`config.mk`:
```
export PLATFORM = sky130hd
export DESIGN_NAME = usbd_responder
export DESIGN_NICKNAME = d
export VERILOG_FILES = /design/src/usbd_pkg.sv /design/src/usbd_mem.sv /design/src/usbd_responder.sv
export VERILOG_INCLUDE_DIRS = /design/src /design/src/src
export SDC_FILE = /design/constraint.sdc
export NUM_CORES = 2
export LEC_CHECK = 0
export BUFFER_PORTS_ARGS = -buffer_cell sky130_fd_sc_hd__buf_2
export CAP_MARGIN = 10
export CORE_UTILIZATION = 25
export CTS_CLUSTER_DIAMETER = 120
export CTS_CLUSTER_SIZE = 16
export DETAILED_ROUTE_END_ITERATION = 16
export SYNTH_ARGS = -nofsm -noshare
export SYNTH_HDL_FRONTEND = slang
export SYNTH_SLANG_ARGS = --single-unit
export TNS_END_PERCENT = 1
```
`constraint.sdc`:
```
create_clock -name aclk -period 6 [get_ports aclk]
set_input_delay 0.6 -clock aclk [delete_from_list [all_inputs] [get_ports aclk]]
set_output_delay 0.6 -clock aclk [all_outputs]
set_load 0.005 [all_outputs]
```
`src/usbd_params.svh`:
```
`ifndef USBD_PARAMS_SVH
`define USBD_PARAMS_SVH

`define USBD_REG_CTRL      12'h000
`define USBD_REG_VERSION   12'h004
`define USBD_REG_CLASS     12'h008
`define USBD_REG_PACKET    12'h00c
`define USBD_REG_IDS       12'h010
`define USBD_REG_RELEASE   12'h014
`define USBD_REG_STRINGS   12'h018
`define USBD_REG_HIER      12'h01c
`define USBD_REG_STATUS    12'h020
`define USBD_REG_ALT       12'h024
`define USBD_WIN_BASE      12'h100

`define USBD_RST_CTRL      32'h0000_0001
`define USBD_RST_VERSION   32'h0000_0200
`define USBD_RST_CLASS     32'h0000_0000
`define USBD_RST_PACKET    32'h0001_4040
`define USBD_RST_IDS       32'h0000_0000
`define USBD_RST_RELEASE   32'h0000_0100
`define USBD_RST_STRINGS   32'h0000_0000
`define USBD_RST_HIER      32'h0001_0009
`define USBD_RST_CFG_SEL   8'h01

`define USBD_MSK_CTRL      32'h0000_0001
`define USBD_MSK_HALF      32'h0000_ffff
`define USBD_MSK_THREE     32'h00ff_ffff
`define USBD_MSK_FULL      32'hffff_ffff

`define USBD_DEV_LEN       8'h12
`define USBD_QUAL_LEN      8'h0a
`define USBD_CFG_LEN       8'h09
`define USBD_TYPE_DEVICE   8'h01
`define USBD_TYPE_CONFIG   8'h02
`define USBD_TYPE_QUAL     8'h06
`define USBD_REQ_GET_DESC  8'h06
`define USBD_REQ_SET_CFG   8'h09
`define USBD_REQ_SET_IF    8'h0b
`define USBD_BCD_MIN       16'h0200
`define USBD_NUM_CONFIGS   8'h01
`define USBD_MPS_DEFAULT   8'h40

`define USBD_OFS_LEN       8'h00
`define USBD_OFS_TYPE      8'h01
`define USBD_OFS_W2_LO     8'h02
`define USBD_OFS_W2_HI     8'h03
`define USBD_OFS_CLASS     8'h04
`define USBD_OFS_SUB       8'h05
`define USBD_OFS_PROTO     8'h06
`define USBD_OFS_MPS       8'h07
`define USBD_OFS_VID_LO    8'h08
`define USBD_OFS_VID_HI    8'h09
`define USBD_OFS_PID_LO    8'h0a
`define USBD_OFS_PID_HI    8'h0b
`define USBD_OFS_REL_LO    8'h0c
`define USBD_OFS_REL_HI    8'h0d
`define USBD_OFS_IMFR      8'h0e
`define USBD_OFS_IPROD     8'h0f
`define USBD_OFS_ISER      8'h10
`define USBD_OFS_NCFG      8'h11
`define USBD_QOFS_NCFG     8'h08
`define USBD_QOFS_RSVD     8'h09
`define USBD_COFS_NIF      8'h04
`define USBD_COFS_SEL      8'h05
`define USBD_COFS_ISTR     8'h06

`define USBD_RESP_OKAY     2'h0
`define USBD_RESP_SLVERR   2'h2
`define USBD_RESP_DECERR   2'h3

`endif

```
`src/usbd_pkg.sv`:
```
package usbd_pkg;

    typedef enum logic [1:0] {
        USBD_IDLE  = 2'h0,
        USBD_FETCH = 2'h1,
        USBD_LOAD  = 2'h3,
        USBD_SEND  = 2'h2
    } usbd_state_e;

    typedef enum logic [1:0] {
        USBD_K_DEV  = 2'h0,
        USBD_K_QUAL = 2'h1,
        USBD_K_CFG  = 2'h2
    } usbd_kind_e;

endpackage : usbd_pkg

```
`src/usbd_mem.sv`:
```
`timescale 1ns/100ps

module usbd_mem #(
    parameter int AW = 8
) (
    input  wire logic          aclk,
    input  wire logic          aresetn,
    input  wire logic          wr_en,
    input  wire logic [AW-1:0] wr_addr,
    input  wire logic [7:0]    wr_data,
    input  wire logic          rd_en,
    input  wire logic [AW-1:0] rd_addr,
    output logic      [7:0]    rd_data
);

    logic [7:0] mem [0:(1<<AW)-1];

    // Not reset; software loads the image.
    always_ff @(posedge aclk) begin
        if (wr_en) begin
            mem[wr_addr] <= wr_data;
        end
    end

    always_ff @(posedge aclk) begin
        if (!aresetn) begin
            rd_data <= 8'h00;
        end else if (rd_en) begin
            rd_data <= mem[rd_addr];
        end
    end

endmodule : usbd_mem

```
`src/usbd_responder.sv`:
```
// Operation
// [RULE1] String indices at bytes 14-16, configuration count at 17.
// [RULE2] Qualifier holds length, type, version, class, packet size, count.
// [RULE3] Qualifier byte 9 is zero.
// [RULE4] Qualifier shows the speed not in use.
// [RULE5] Qualifier omits vendor, product, release and string fields.
// [RULE6] Qualifier version is at least 0200H.
// [RULE7] Full-speed-only device stalls a qualifier request.
// [RULE8] Host asks other-speed only after a good qualifier.
// [RULE9] Host fetches the qualifier with the qualifier type.
// [RULE10] Set-configuration with the byte 5 value configures.
// [RULE11] Configuration request returns the whole hierarchy.
// [RULE12] Configuration header: length, type, total, interfaces, value, string.
// [RULE13] Total length counts the whole hierarchy.
// [RULE14] At least one configuration with at least one interface.
// [RULE15] An endpoint serves one interface, except alternates.
// [RULE16] Alternates may change while configured.
// [RULE17] Endpoint-zero packet size is 8, 16, 32 or 64.
// [RULE18] Versions are binary-coded decimal.
// [RULE19] Multi-byte fields go low byte first.
// [RULE20] Responses are cut to the requested length.
//
// Design decisions made here: the register offsets and the AXI4-Lite register port.
`timescale 1ns/100ps
`include "usbd_params.svh"

module usbd_responder #(
    parameter int AW = 8
) (
    input  wire logic        aclk,
    input  wire logic        aresetn,
    input  wire logic [11:0] s_axi_awaddr,
    input  wire logic        s_axi_awvalid,
    output logic             s_axi_awready,
    input  wire logic [31:0] s_axi_wdata,
    input  wire logic [3:0]  s_axi_wstrb,
    input  wire logic        s_axi_wvalid,
    output logic             s_axi_wready,
    output logic [1:0]       s_axi_bresp,
    output logic             s_axi_bvalid,
    input  wire logic        s_axi_bready,
    input  wire logic [11:0] s_axi_araddr,
    input  wire logic        s_axi_arvalid,
    output logic             s_axi_arready,
    output logic [31:0]      s_axi_rdata,
    output logic [1:0]       s_axi_rresp,
    output logic             s_axi_rvalid,
    input  wire logic        s_axi_rready,
    input  wire logic        hs_mode,
    input  wire logic        req_valid,
    output logic             req_ready,
    input  wire logic [7:0]  req_code,
    input  wire logic [15:0] req_value,
    input  wire logic [15:0] req_index,
    input  wire logic [15:0] req_length,
    output logic             tx_valid,
    input  wire logic        tx_ready,
    output logic [7:0]       tx_data,
    output logic             tx_last,
    output logic             req_done,
    output logic             req_error
);

    localparam int          NREG    = 8;
    localparam int          NUM_ALT = 4;
    localparam logic [12:0] WIN_END = 13'(32'h100 + 4 * (1 << AW));
    localparam logic [16:0] DEPTH   = 17'(1 << AW);

    localparam logic [31:0] RST [0:NREG-1] = '{
        `USBD_RST_CTRL, `USBD_RST_VERSION, `USBD_RST_CLASS, `USBD_RST_PACKET,
        `USBD_RST_IDS, `USBD_RST_RELEASE, `USBD_RST_STRINGS, `USBD_RST_HIER};
    localparam logic [31:0] MSK [0:NREG-1] = '{
        `USBD_MSK_CTRL, `USBD_MSK_HALF, `USBD_MSK_THREE, `USBD_MSK_THREE,
        `USBD_MSK_FULL, `USBD_MSK_HALF, `USBD_MSK_FULL, `USBD_MSK_THREE};

    // Index 0..7 writable, 8 status, 9 alternates, e window, f unmapped.
    function automatic logic [3:0] usbd_decode(input logic [11:0] a);
        logic [11:0] w;
        w = {a[11:2], 2'h0};
        if (w >= `USBD_WIN_BASE && {1'b0, w} < WIN_END) begin
            usbd_decode = 4'he;
        end else if (w <= `USBD_REG_ALT) begin
            usbd_decode = w[5:2];
        end else begin
            usbd_decode = 4'hf;
        end
    endfunction : usbd_decode

    function automatic logic [31:0] usbd_strb(input logic [31:0] o,
                                              input logic [31:0] n,
                                              input logic [3:0]  s);
        for (int i = 0; i < 4; i++) begin
            o[8*i +: 8] = s[i] ? n[8*i +: 8] : o[8*i +: 8];
        end
        usbd_strb = o;
    endfunction : usbd_strb

    // Illegal packet sizes show as 64.
    function automatic logic [7:0] usbd_mps_ok(input logic [7:0] m);
        unique case (m)
            8'h08, 8'h10, 8'h20, 8'h40: usbd_mps_ok = m;
            default:                    usbd_mps_ok = `USBD_MPS_DEFAULT;
        endcase
    endfunction : usbd_mps_ok

    logic               aw_got_r, w_got_r, bvalid_r, rvalid_r;
    logic [11:0]        aw_addr_r;
    logic [31:0]        w_data_r, rdata_r;
    logic [3:0]         w_strb_r;
    logic [1:0]         bresp_r, rresp_r;
    logic [31:0]        cfg_r [0:NREG-1];
    logic [7:0]         alt_r [0:NUM_ALT-1];
    logic [7:0]         cfg_sel_r, cur_cfg_r;
    logic               configured_r;

    wire                wr_fire = aw_got_r && w_got_r && !bvalid_r;
    wire  [3:0]         wr_idx  = usbd_decode(aw_addr_r);
    wire  [3:0]         rd_idx  = usbd_decode(s_axi_araddr);
    wire                ar_fire = s_axi_arvalid && !rvalid_r;
    wire  [11:0]        win_ofs = aw_addr_r - `USBD_WIN_BASE;
    wire  [AW-1:0]      win_adr = win_ofs[AW+1:2];
    wire                win_wr  = wr_fire && wr_idx == 4'he && w_strb_r[0];
    wire  [1:0]         wr_resp = (wr_idx == 4'hf) ? `USBD_RESP_DECERR :
                                  (wr_idx == 4'h8 || wr_idx == 4'h9) ?
                                  `USBD_RESP_SLVERR : `USBD_RESP_OKAY;

    assign s_axi_awready = !aw_got_r && !bvalid_r;
    assign s_axi_wready  = !w_got_r && !bvalid_r;
    assign s_axi_arready = !rvalid_r;
    assign s_axi_bvalid  = bvalid_r;
    assign s_axi_bresp   = bresp_r;
    assign s_axi_rvalid  = rvalid_r;
    assign s_axi_rdata   = rdata_r;
    assign s_axi_rresp   = rresp_r;

    always_ff @(posedge aclk) begin
        if (!aresetn) begin
            aw_got_r  <= 1'b0;
            aw_addr_r <= 12'h000;
        end else if (s_axi_awvalid && s_axi_awready) begin
            aw_got_r  <= 1'b1;
            aw_addr_r <= s_axi_awaddr;
        end else if (wr_fire) begin
            aw_got_r  <= 1'b0;
        end
    end

    always_ff @(posedge aclk) begin
        if (!aresetn) begin
            w_got_r  <= 1'b0;
            w_data_r <= 32'h0000_0000;
            w_strb_r <= 4'h0;
        end else if (s_axi_wvalid && s_axi_wready) begin
            w_got_r  <= 1'b1;
            w_data_r <= s_axi_wdata;
            w_strb_r <= s_axi_wstrb;
        end else if (wr_fire) begin
            w_got_r  <= 1'b0;
        end
    end

    always_ff @(posedge aclk) begin
        if (!aresetn) begin
            bvalid_r <= 1'b0;
            bresp_r  <= `USBD_RESP_OKAY;
        end else if (wr_fire) begin
            bvalid_r <= 1'b1;
            bresp_r  <= wr_resp;
        end else if (s_axi_bready) begin
            bvalid_r <= 1'b0;
        end
    end

    genvar g;
    for (g = 0; g < NREG; g++) begin : g_reg
        always_ff @(posedge aclk) begin
            if (!aresetn) begin
                cfg_r[g] <= RST[g];
            end else if (wr_fire && wr_idx == 4'(g)) begin
                cfg_r[g] <= usbd_strb(cfg_r[g], w_data_r, w_strb_r) & MSK[g];
            end
        end
    end

    wire        hs_capable = cfg_r[0][0];
    wire [15:0] ver        = cfg_r[1][15:0];
    wire [7:0]  dev_class  = cfg_r[2][7:0];
    wire [7:0]  dev_sub    = cfg_r[2][15:8];
    wire [7:0]  dev_proto  = cfg_r[2][23:16];
    wire [7:0]  mps_fs     = cfg_r[3][7:0];
    wire [7:0]  mps_hs     = cfg_r[3][15:8];
    wire [7:0]  other_cfgs = cfg_r[3][23:16];
    wire [15:0] hier_len   = cfg_r[7][15:0];
    wire [7:0]  num_if     = cfg_r[7][23:16];

    wire [7:0]  mps_cur    = usbd_mps_ok(hs_mode ? mps_hs : mps_fs); // [RULE17]
    wire [7:0]  mps_oth    = usbd_mps_ok(hs_mode ? mps_fs : mps_hs); // [RULE4]
    wire [15:0] qual_ver   = (ver < `USBD_BCD_MIN) ? `USBD_BCD_MIN : ver; // [RULE6]
    wire [7:0]  num_if_eff = (num_if == 8'h00) ? 8'h01 : num_if; // [RULE14]
    wire [15:0] cfg_floor  = (hier_len < 16'(`USBD_CFG_LEN)) ?
                             16'(`USBD_CFG_LEN) : hier_len;
    // The total is clamped to what the image can hold.
    wire [15:0] cfg_total  = ({1'b0, cfg_floor} > DEPTH) ?
                             DEPTH[15:0] : cfg_floor; // [RULE13]

    wire [31:0] status_w   = {8'h00, cfg_sel_r, cur_cfg_r, 6'h00, hs_mode,
                              configured_r};
    wire [31:0] alt_w      = {alt_r[3], alt_r[2], alt_r[1], alt_r[0]};
    wire [31:0] rd_val     = (rd_idx < 4'h8) ? cfg_r[rd_idx[2:0]] :
                             (rd_idx == 4'h8) ? status_w :
                             (rd_idx == 4'h9) ? alt_w : 32'h0000_0000;

    always_ff @(posedge aclk) begin
        if (!aresetn) begin
            rvalid_r <= 1'b0;
            rdata_r  <= 32'h0000_0000;
            rresp_r  <= `USBD_RESP_OKAY;
        end else if (ar_fire) begin
            rvalid_r <= 1'b1;
            rdata_r  <= rd_val;
            rresp_r  <= (rd_idx == 4'hf) ? `USBD_RESP_DECERR : `USBD_RESP_OKAY;
        end else if (s_axi_rready) begin
            rvalid_r <= 1'b0;
        end
    end

    // Shadowed so a set request needs no memory read.
    always_ff @(posedge aclk) begin
        if (!aresetn) begin
            cfg_sel_r <= `USBD_RST_CFG_SEL;
        end else if (win_wr && win_adr == AW'(`USBD_COFS_SEL)) begin
            cfg_sel_r <= w_data_r[7:0]; // [RULE10]
        end
    end

    usbd_pkg::usbd_state_e state_r;
    usbd_pkg::usbd_kind_e  kind_r, acc_kind;
    logic [15:0]           cnt_r, last_r;
    logic [7:0]            mem_rd;

    wire        req_fire = req_valid && req_ready;
    wire        is_get   = req_code == `USBD_REQ_GET_DESC;
    wire        is_scfg  = req_code == `USBD_REQ_SET_CFG;
    wire        is_sif   = req_code == `USBD_REQ_SET_IF;
    wire [7:0]  d_type   = req_value[15:8];
    wire        t_dev    = d_type == `USBD_TYPE_DEVICE;
    wire        t_qual   = d_type == `USBD_TYPE_QUAL; // [RULE9]
    wire        t_cfg    = d_type == `USBD_TYPE_CONFIG
                           && req_value[7:0] == 8'h00;
    // Other-speed and unknown types end in an error.
    wire        get_ok   = t_dev || t_cfg || (t_qual && hs_capable); // [RULE7] [RULE8]
    wire        scfg_ok  = req_value[7:0] == 8'h00
                           || req_value[7:0] == cfg_sel_r; // [RULE10]
    wire        sif_ok   = configured_r && req_index[15:8] == 8'h00
                           && req_index[7:0] < num_if_eff
                           && req_index[7:0] < 8'(NUM_ALT); // [RULE16]
    wire        acc_err  = is_get ? !get_ok : is_scfg ? !scfg_ok :
                           is_sif ? !sif_ok : 1'b1;
    wire [15:0] acc_len  = t_dev ? 16'(`USBD_DEV_LEN) :
                           t_qual ? 16'(`USBD_QUAL_LEN) : cfg_total;
    wire [15:0] xfer_len = (req_length < acc_len) ? req_length : acc_len; // [RULE20]
    wire        cfg_hit  = req_value[7:0] != 8'h00;

    assign acc_kind  = t_dev ? usbd_pkg::USBD_K_DEV :
                       t_qual ? usbd_pkg::USBD_K_QUAL : usbd_pkg::USBD_K_CFG;
    assign req_ready = state_r == usbd_pkg::USBD_IDLE;
    assign tx_valid  = state_r == usbd_pkg::USBD_SEND;

    always_ff @(posedge aclk) begin
        if (!aresetn) begin
            configured_r <= 1'b0;
            cur_cfg_r    <= 8'h00;
        end else if (req_fire && is_scfg && scfg_ok) begin
            configured_r <= cfg_hit; // [RULE10]
            cur_cfg_r    <= req_value[7:0];
        end
    end

    // Interfaces 0 to 3 each keep their own alternate.
    for (g = 0; g < NUM_ALT; g++) begin : g_alt
        always_ff @(posedge aclk) begin
            if (!aresetn) begin
                alt_r[g] <= 8'h00;
            end else if (req_fire && is_scfg && scfg_ok) begin
                alt_r[g] <= 8'h00;
            end else if (req_fire && is_sif && sif_ok
                         && req_index[7:0] == 8'(g)) begin
                alt_r[g] <= req_value[7:0]; // [RULE15] [RULE16]
            end
        end
    end

    // Descriptor images, low byte first.
    wire [7:0]  ofs = cnt_r[7:0];
    logic [7:0] dev_b, qual_b, cfg_b;

    always_comb begin
        unique case (ofs)
            `USBD_OFS_LEN:    dev_b = `USBD_DEV_LEN;
            `USBD_OFS_TYPE:   dev_b = `USBD_TYPE_DEVICE;
            `USBD_OFS_W2_LO:  dev_b = ver[7:0]; // [RULE18] [RULE19]
            `USBD_OFS_W2_HI:  dev_b = ver[15:8];
            `USBD_OFS_CLASS:  dev_b = dev_class;
            `USBD_OFS_SUB:    dev_b = dev_sub;
            `USBD_OFS_PROTO:  dev_b = dev_proto;
            `USBD_OFS_MPS:    dev_b = mps_cur; // [RULE17]
            `USBD_OFS_VID_LO: dev_b = cfg_r[4][7:0]; // [RULE19]
            `USBD_OFS_VID_HI: dev_b = cfg_r[4][15:8];
            `USBD_OFS_PID_LO: dev_b = cfg_r[4][23:16];
            `USBD_OFS_PID_HI: dev_b = cfg_r[4][31:24];
            `USBD_OFS_REL_LO: dev_b = cfg_r[5][7:0]; // [RULE18]
            `USBD_OFS_REL_HI: dev_b = cfg_r[5][15:8];
            `USBD_OFS_IMFR:   dev_b = cfg_r[6][7:0]; // [RULE1]
            `USBD_OFS_IPROD:  dev_b = cfg_r[6][15:8]; // [RULE1]
            `USBD_OFS_ISER:   dev_b = cfg_r[6][23:16]; // [RULE1]
            `USBD_OFS_NCFG:   dev_b = `USBD_NUM_CONFIGS; // [RULE1] [RULE14]
            default:          dev_b = 8'h00;
        endcase
    end

    always_comb begin
        unique case (ofs)
            `USBD_OFS_LEN:    qual_b = `USBD_QUAL_LEN; // [RULE2] [RULE5]
            `USBD_OFS_TYPE:   qual_b = `USBD_TYPE_QUAL; // [RULE2]
            `USBD_OFS_W2_LO:  qual_b = qual_ver[7:0]; // [RULE6] [RULE19]
            `USBD_OFS_W2_HI:  qual_b = qual_ver[15:8];
            `USBD_OFS_CLASS:  qual_b = dev_class; // [RULE2]
            `USBD_OFS_SUB:    qual_b = dev_sub;
            `USBD_OFS_PROTO:  qual_b = dev_proto;
            `USBD_OFS_MPS:    qual_b = mps_oth; // [RULE4]
            `USBD_QOFS_NCFG:  qual_b = other_cfgs; // [RULE2] [RULE4]
            `USBD_QOFS_RSVD:  qual_b = 8'h00; // [RULE3]
            default:          qual_b = 8'h00;
        endcase
    end

    // Hardware-owned header fields override the image.
    always_comb begin
        cfg_b = mem_rd;
        if (cnt_r[15:8] == 8'h00) begin
            unique case (ofs)
                `USBD_OFS_LEN:   cfg_b = `USBD_CFG_LEN; // [RULE12]
                `USBD_OFS_TYPE:  cfg_b = `USBD_TYPE_CONFIG; // [RULE12]
                `USBD_OFS_W2_LO: cfg_b = cfg_total[7:0]; // [RULE13] [RULE19]
                `USBD_OFS_W2_HI: cfg_b = cfg_total[15:8];
                `USBD_COFS_NIF:  cfg_b = num_if_eff; // [RULE12] [RULE14]
                `USBD_COFS_SEL:  cfg_b = cfg_sel_r; // [RULE12]
                `USBD_COFS_ISTR: cfg_b = cfg_r[6][31:24]; // [RULE12]
                default:         cfg_b = mem_rd;
            endcase
        end
    end

    wire [7:0] byte_sel = (kind_r == usbd_pkg::USBD_K_DEV) ? dev_b :
                          (kind_r == usbd_pkg::USBD_K_QUAL) ? qual_b : cfg_b;

    usbd_mem #(
        .AW      (AW)
    ) u_mem (
        .aclk    (aclk),
        .aresetn (aresetn),
        .wr_en   (win_wr),
        .wr_addr (win_adr),
        .wr_data (w_data_r[7:0]),
        .rd_en   (state_r == usbd_pkg::USBD_FETCH),
        .rd_addr (cnt_r[AW-1:0]),
        .rd_data (mem_rd)
    );

    // Fetch, load, send: three cycles a byte.
    always_ff @(posedge aclk) begin
        if (!aresetn) begin
            state_r   <= usbd_pkg::USBD_IDLE;
            kind_r    <= usbd_pkg::USBD_K_DEV;
            cnt_r     <= 16'h0000;
            last_r    <= 16'h0000;
            tx_data   <= 8'h00;
            tx_last   <= 1'b0;
            req_done  <= 1'b0;
            req_error <= 1'b0;
        end else begin
            req_done  <= 1'b0;
            req_error <= 1'b0;
            unique case (state_r)
                usbd_pkg::USBD_IDLE: begin
                    if (req_fire) begin
                        if (acc_err) begin
                            req_error <= 1'b1; // [RULE7]
                        end else if (is_get && xfer_len != 16'h0000) begin
                            state_r <= usbd_pkg::USBD_FETCH;
                            kind_r  <= acc_kind;
                            cnt_r   <= 16'h0000;
                            last_r  <= xfer_len - 16'h0001; // [RULE20]
                        end else begin
                            req_done <= 1'b1;
                        end
                    end
                end
                usbd_pkg::USBD_FETCH: begin
                    state_r <= usbd_pkg::USBD_LOAD;
                end
                usbd_pkg::USBD_LOAD: begin
                    tx_data <= byte_sel;
                    tx_last <= cnt_r == last_r;
                    state_r <= usbd_pkg::USBD_SEND;
                end
                usbd_pkg::USBD_SEND: begin
                    if (tx_ready) begin
                        if (tx_last) begin
                            state_r  <= usbd_pkg::USBD_IDLE;
                            tx_last  <= 1'b0;
                            req_done <= 1'b1;
                        end else begin
                            cnt_r   <= cnt_r + 16'h0001; // [RULE11]
                            state_r <= usbd_pkg::USBD_FETCH;
                        end
                    end
                end
            endcase
        end
    end

endmodule : usbd_responder

```
==> impl_metrics.json <==
{
  "status": "finished clean",
  "worst_pin_slew_ps": 1230,
  "overflow": 0,
  "synth_top_area_frac": 0.700,
  "min_from": "s_axi_wdata[25]",
  "crit_fanout": 18,
  "synth_ff_type": "edfxtp_1",
  "grt_max_degree": 210,
  "hp-class": "in -> reg",
  "slew_violations": 0,
  "placed_area_um2": 104000,
  "ys_warn_count": 0,
  "drc": 0,
  "syn_inst": 5472,
  "grt_antenna_before_repair": 9,
  "synth_area_per_cell_um2": 17.6,
  "worstSetupPathType": "reg -> reg",
  "synth_top_cell_by_area": "edfxtp_1",
  "start_util": 0.252,
  "first_pass_iters": 6,
  "coreArea_um2": 383000,
  "viasPerCell": 4.95,
  "dp_slack_ps": 641,
  "synthArstFlopShare": 0,
  "clkPwrFrac": 0.356,
  "slew_headroom": 0.174,
  "rsz0062_at_grt": "no",
  "numCtsBuffers": 168,
  "synth.top_cells.by_count": "edfxtp_1, mux4_2, nor2_1, a21oi_1, nand2_1",
  "rrSetupSlack_ps": 840,
  "fin_worst_skew_ps": 54.4,
  "holdPathEnd": "w_data_r[25]",
  "pin_count": 180,
  "slowest_stage": "or4_4",
  "ant_nets": 0,
  "worstPathArrival_ps": 5910,
  "synth-edff-count": 2249,
  "sw_frac_of_total": 0.213,
  "combPwrFrac": 0.027,
  "p_total_uw": 30200,
  "port_buffers": 175,
  "leakage_uw": 0.0313,
  "rows": 227,
  "dieWidth_um": 623,
  "die_y_um": 623,
  "post-route-min-period_ps": 5160,
  "layout.nets": 5790,
  "hold_path_depth": 3,
  "hold_viol": 0,
  "cp-end-kind": "flip-flop",
  "timing.rr.end": "cnt_r[13]",
  "synth.area.top_cells": "edfxtp_1, mux4_2, dfxtp_1, a22oi_1, a21oi_1",
  "max_clock_freq_mhz": 194,
  "fin_area_um2": 109000,
  "cts_root_buffer": "clkbuf_16",
  "grt_pass1_wl_um": 380000,
  "drv_cap": 0,
  "gp_congestion": 0.937,
  "detail_route.wl_per_cell_um": 24.6,
  "rr_startpoint": "cfg_r[7][6]",
  "tns_ps": 0,
  "tritoncts": "yes",
  "cts_max_path_buffers": 3,
  "seq_power_share": 0.616,
  "vdd_drop_max_mv": 0.312,
  "drive_gt1_frac": 0.192,
  "grtUsageTotal": 0.131,
  "p_int_uw": 23800,
  "synth.most_common_cell": "edfxtp_1",
  "vias": 53135,
  "clkSinkCount": 2406,
  "path_cells": "or4_4 -> o31a_1 -> nor3_1 -> nand2_1 -> ha_1 -> a21oi_1 -> o21ai_0 -> o211ai_1 -> and2_1 -> and2_2 -> mux2i_1 -> ha_1 -> and4bb_2 -> nand3_4 -> nand3_2 -> nand2_1 -> a21oi_1",
  "worstPathRequired_ps": 6760,
  "r2r_cells": 17,
  "drt_iter0_drc": 6432,
  "synthToLayoutAreaGrowth_pct": 12.7,
  "die_area_um2": 389000,
  "setup_violations": 0,
  "clk_latency_ps": 850,
  "fin_ws_ps": 845,
  "max_stage_delay_ps": 580,
  "yosys_register_bits": 2406,
  "cp-start-kind": "flip-flop",
  "grt_pass1_vias": 52987,
  "hpwlAfterDp_um": 166000,
  "cts_max_level": 4,
  "timing.final.crit_share": 0.859,
  "cts_setup_buffers": 0,
  "switchingPower_uw": 6440,
  "yosysUniqueCellTypes": 78,
  "syn_area_um2": 96500,
  "p_per_area_nw_per_um2": 278,
  "ys_seq_area_frac": 0.732,
  "wl_um": 264000,
  "clkTransAtPathRegs_ps": 80
}
## logic make-up (layout without fill, tap and decap cells)
| group | Yosys count | count (layout) | share of synthesized area |
|---|---|---|---|
| xor+xnor | 48 | 48 | 0.00436 |
| flops | 2406 | 2406 | 0.732 |
| fa+ha+maj | 27 | 27 | 0.00350 |
| other cells | 1 | 10 | 0.0000389 |
| simple gates | 1151 | 1151 | 0.0579 |
| compound gates | 870 | 870 | 0.0590 |
| mux | 583 | 583 | 0.127 |
| buf+inv | 386 | 593 | 0.0156 |
## worst max path at each step
stage | start | to | cells past startpoint | slack [ps]
6_report | cfg_r[7][6] | cnt_r[13] | 17 | 840
5_1_grt | cfg_r[7][6] | cnt_r[9] | 17 | 470
4_1_cts | cfg_r[7][6] | cnt_r[11] | 17 | 850
2_1_floorplan | req_value[12] | cnt_r[7] | 21 | 1340
3_3_place_gp | req_value[12] | cnt_r[10] | 18 | 590
3_5_place_dp | req_value[12] | cnt_r[11] | 18 | 640
## layer usage
metal,track usage,up-vias,part of all wire
met1,0.180,27825,0.41
met3,0.0260,419,0.089
met5,0,-,0.000098
li1,-,22271,-
met4,0.0387,4,0.031
met2,0.211,2616,0.47
## stage by stage
| stage | util | cells | hold WS (ps) |
|---|---|---|---|
| floorplan | - | 5478 | 440 |
| global placement | 0.271 | 10471 | 447 |
| detailed placement | 0.271 | 10471 | 449 |
| CTS | 0.284 | 10723 | 0.655 |
| global route | 0.284 | 10724 | 12.2 |
| finish | 0.284 | 10726 | 46.5 |
## critical path, delay by kind of cell (launching register included)
kind	cells	cell delay, ps
simple gates	9	2610
compound gates	5	1120
fa+ha+maj	2	540
flops	1	510
mux	1	300
## sequential cells by signal, summed over array words and instances (netlist names), 4 cells and up
register and flops:
s_axi_rdata 32, u_mem.mem 2048, cnt_r 16, tx_data 8, alt_r 32, aw_addr_r 10, cfg_sel_r 8, w_strb_r 4
u_mem.rd_data 8, cur_cfg_r 8, w_data_r 32, last_r 16, cfg_r 169
## area by class of cell
class                      instances  area, µm²
clock inverter                    15        317
inverter                          30        114
antenna                            3       7.51
clock buffer                     203       4340
sequential                      2406      70700
fill                           37629     274000
timing repair buffer             345       2550
multi-input combinational       2686      24500
tap                             5038       6300
## placed cells by master (no fill, tap or decap), types with 15 or more instances in the layout
master         synthesis  final
edfxtp_1            2249   2249
mux4_2               513    513
nor2_1               331    329
a21oi_1              311    311
nand2_1              311    298
a22oi_1              295    295
and2_1               201    199
buf_2                 15    175
clkbuf_16              0    168
dfxtp_1              157    147
buf_4                  3    111
o21ai_0               64     64
nor4_1                56     55
nand3_1               56     52
mux2i_1               48     48
nor3_1                39     38
a211oi_1              40     38
o22ai_1               37     37
clkbuf_1             273     35
dlygate4sd3_1          0     34
xnor2_1               33     33
inv_1                 28     28
ha_1                  27     27
nand4_1               25     25
buf_12                 0     25
or3_1                 23     23
a22o_1                23     23
mux2_2                22     22
a221oi_1              21     21
and3_1                19     19
xor2_1                15     15
## timing repair
item,4_1_cts,5_1_grt
hold buffers,34,0
resized for setup,0,0
hold endpoints to repair,34,0
endpoints found under the setup margin,0,0
## power by group through the flow
stage                     clock, µW  combinational [µW]  sequential, µW
after floorplan                   0                 282           19100
after global placement            0                 777           19000
after detailed placement          0                 808           19000
after CTS                     10900                 827           18600
after global routing          11500                 889           18600
final                         10800                 829           18600
Power figures use the tool's default switching activity.
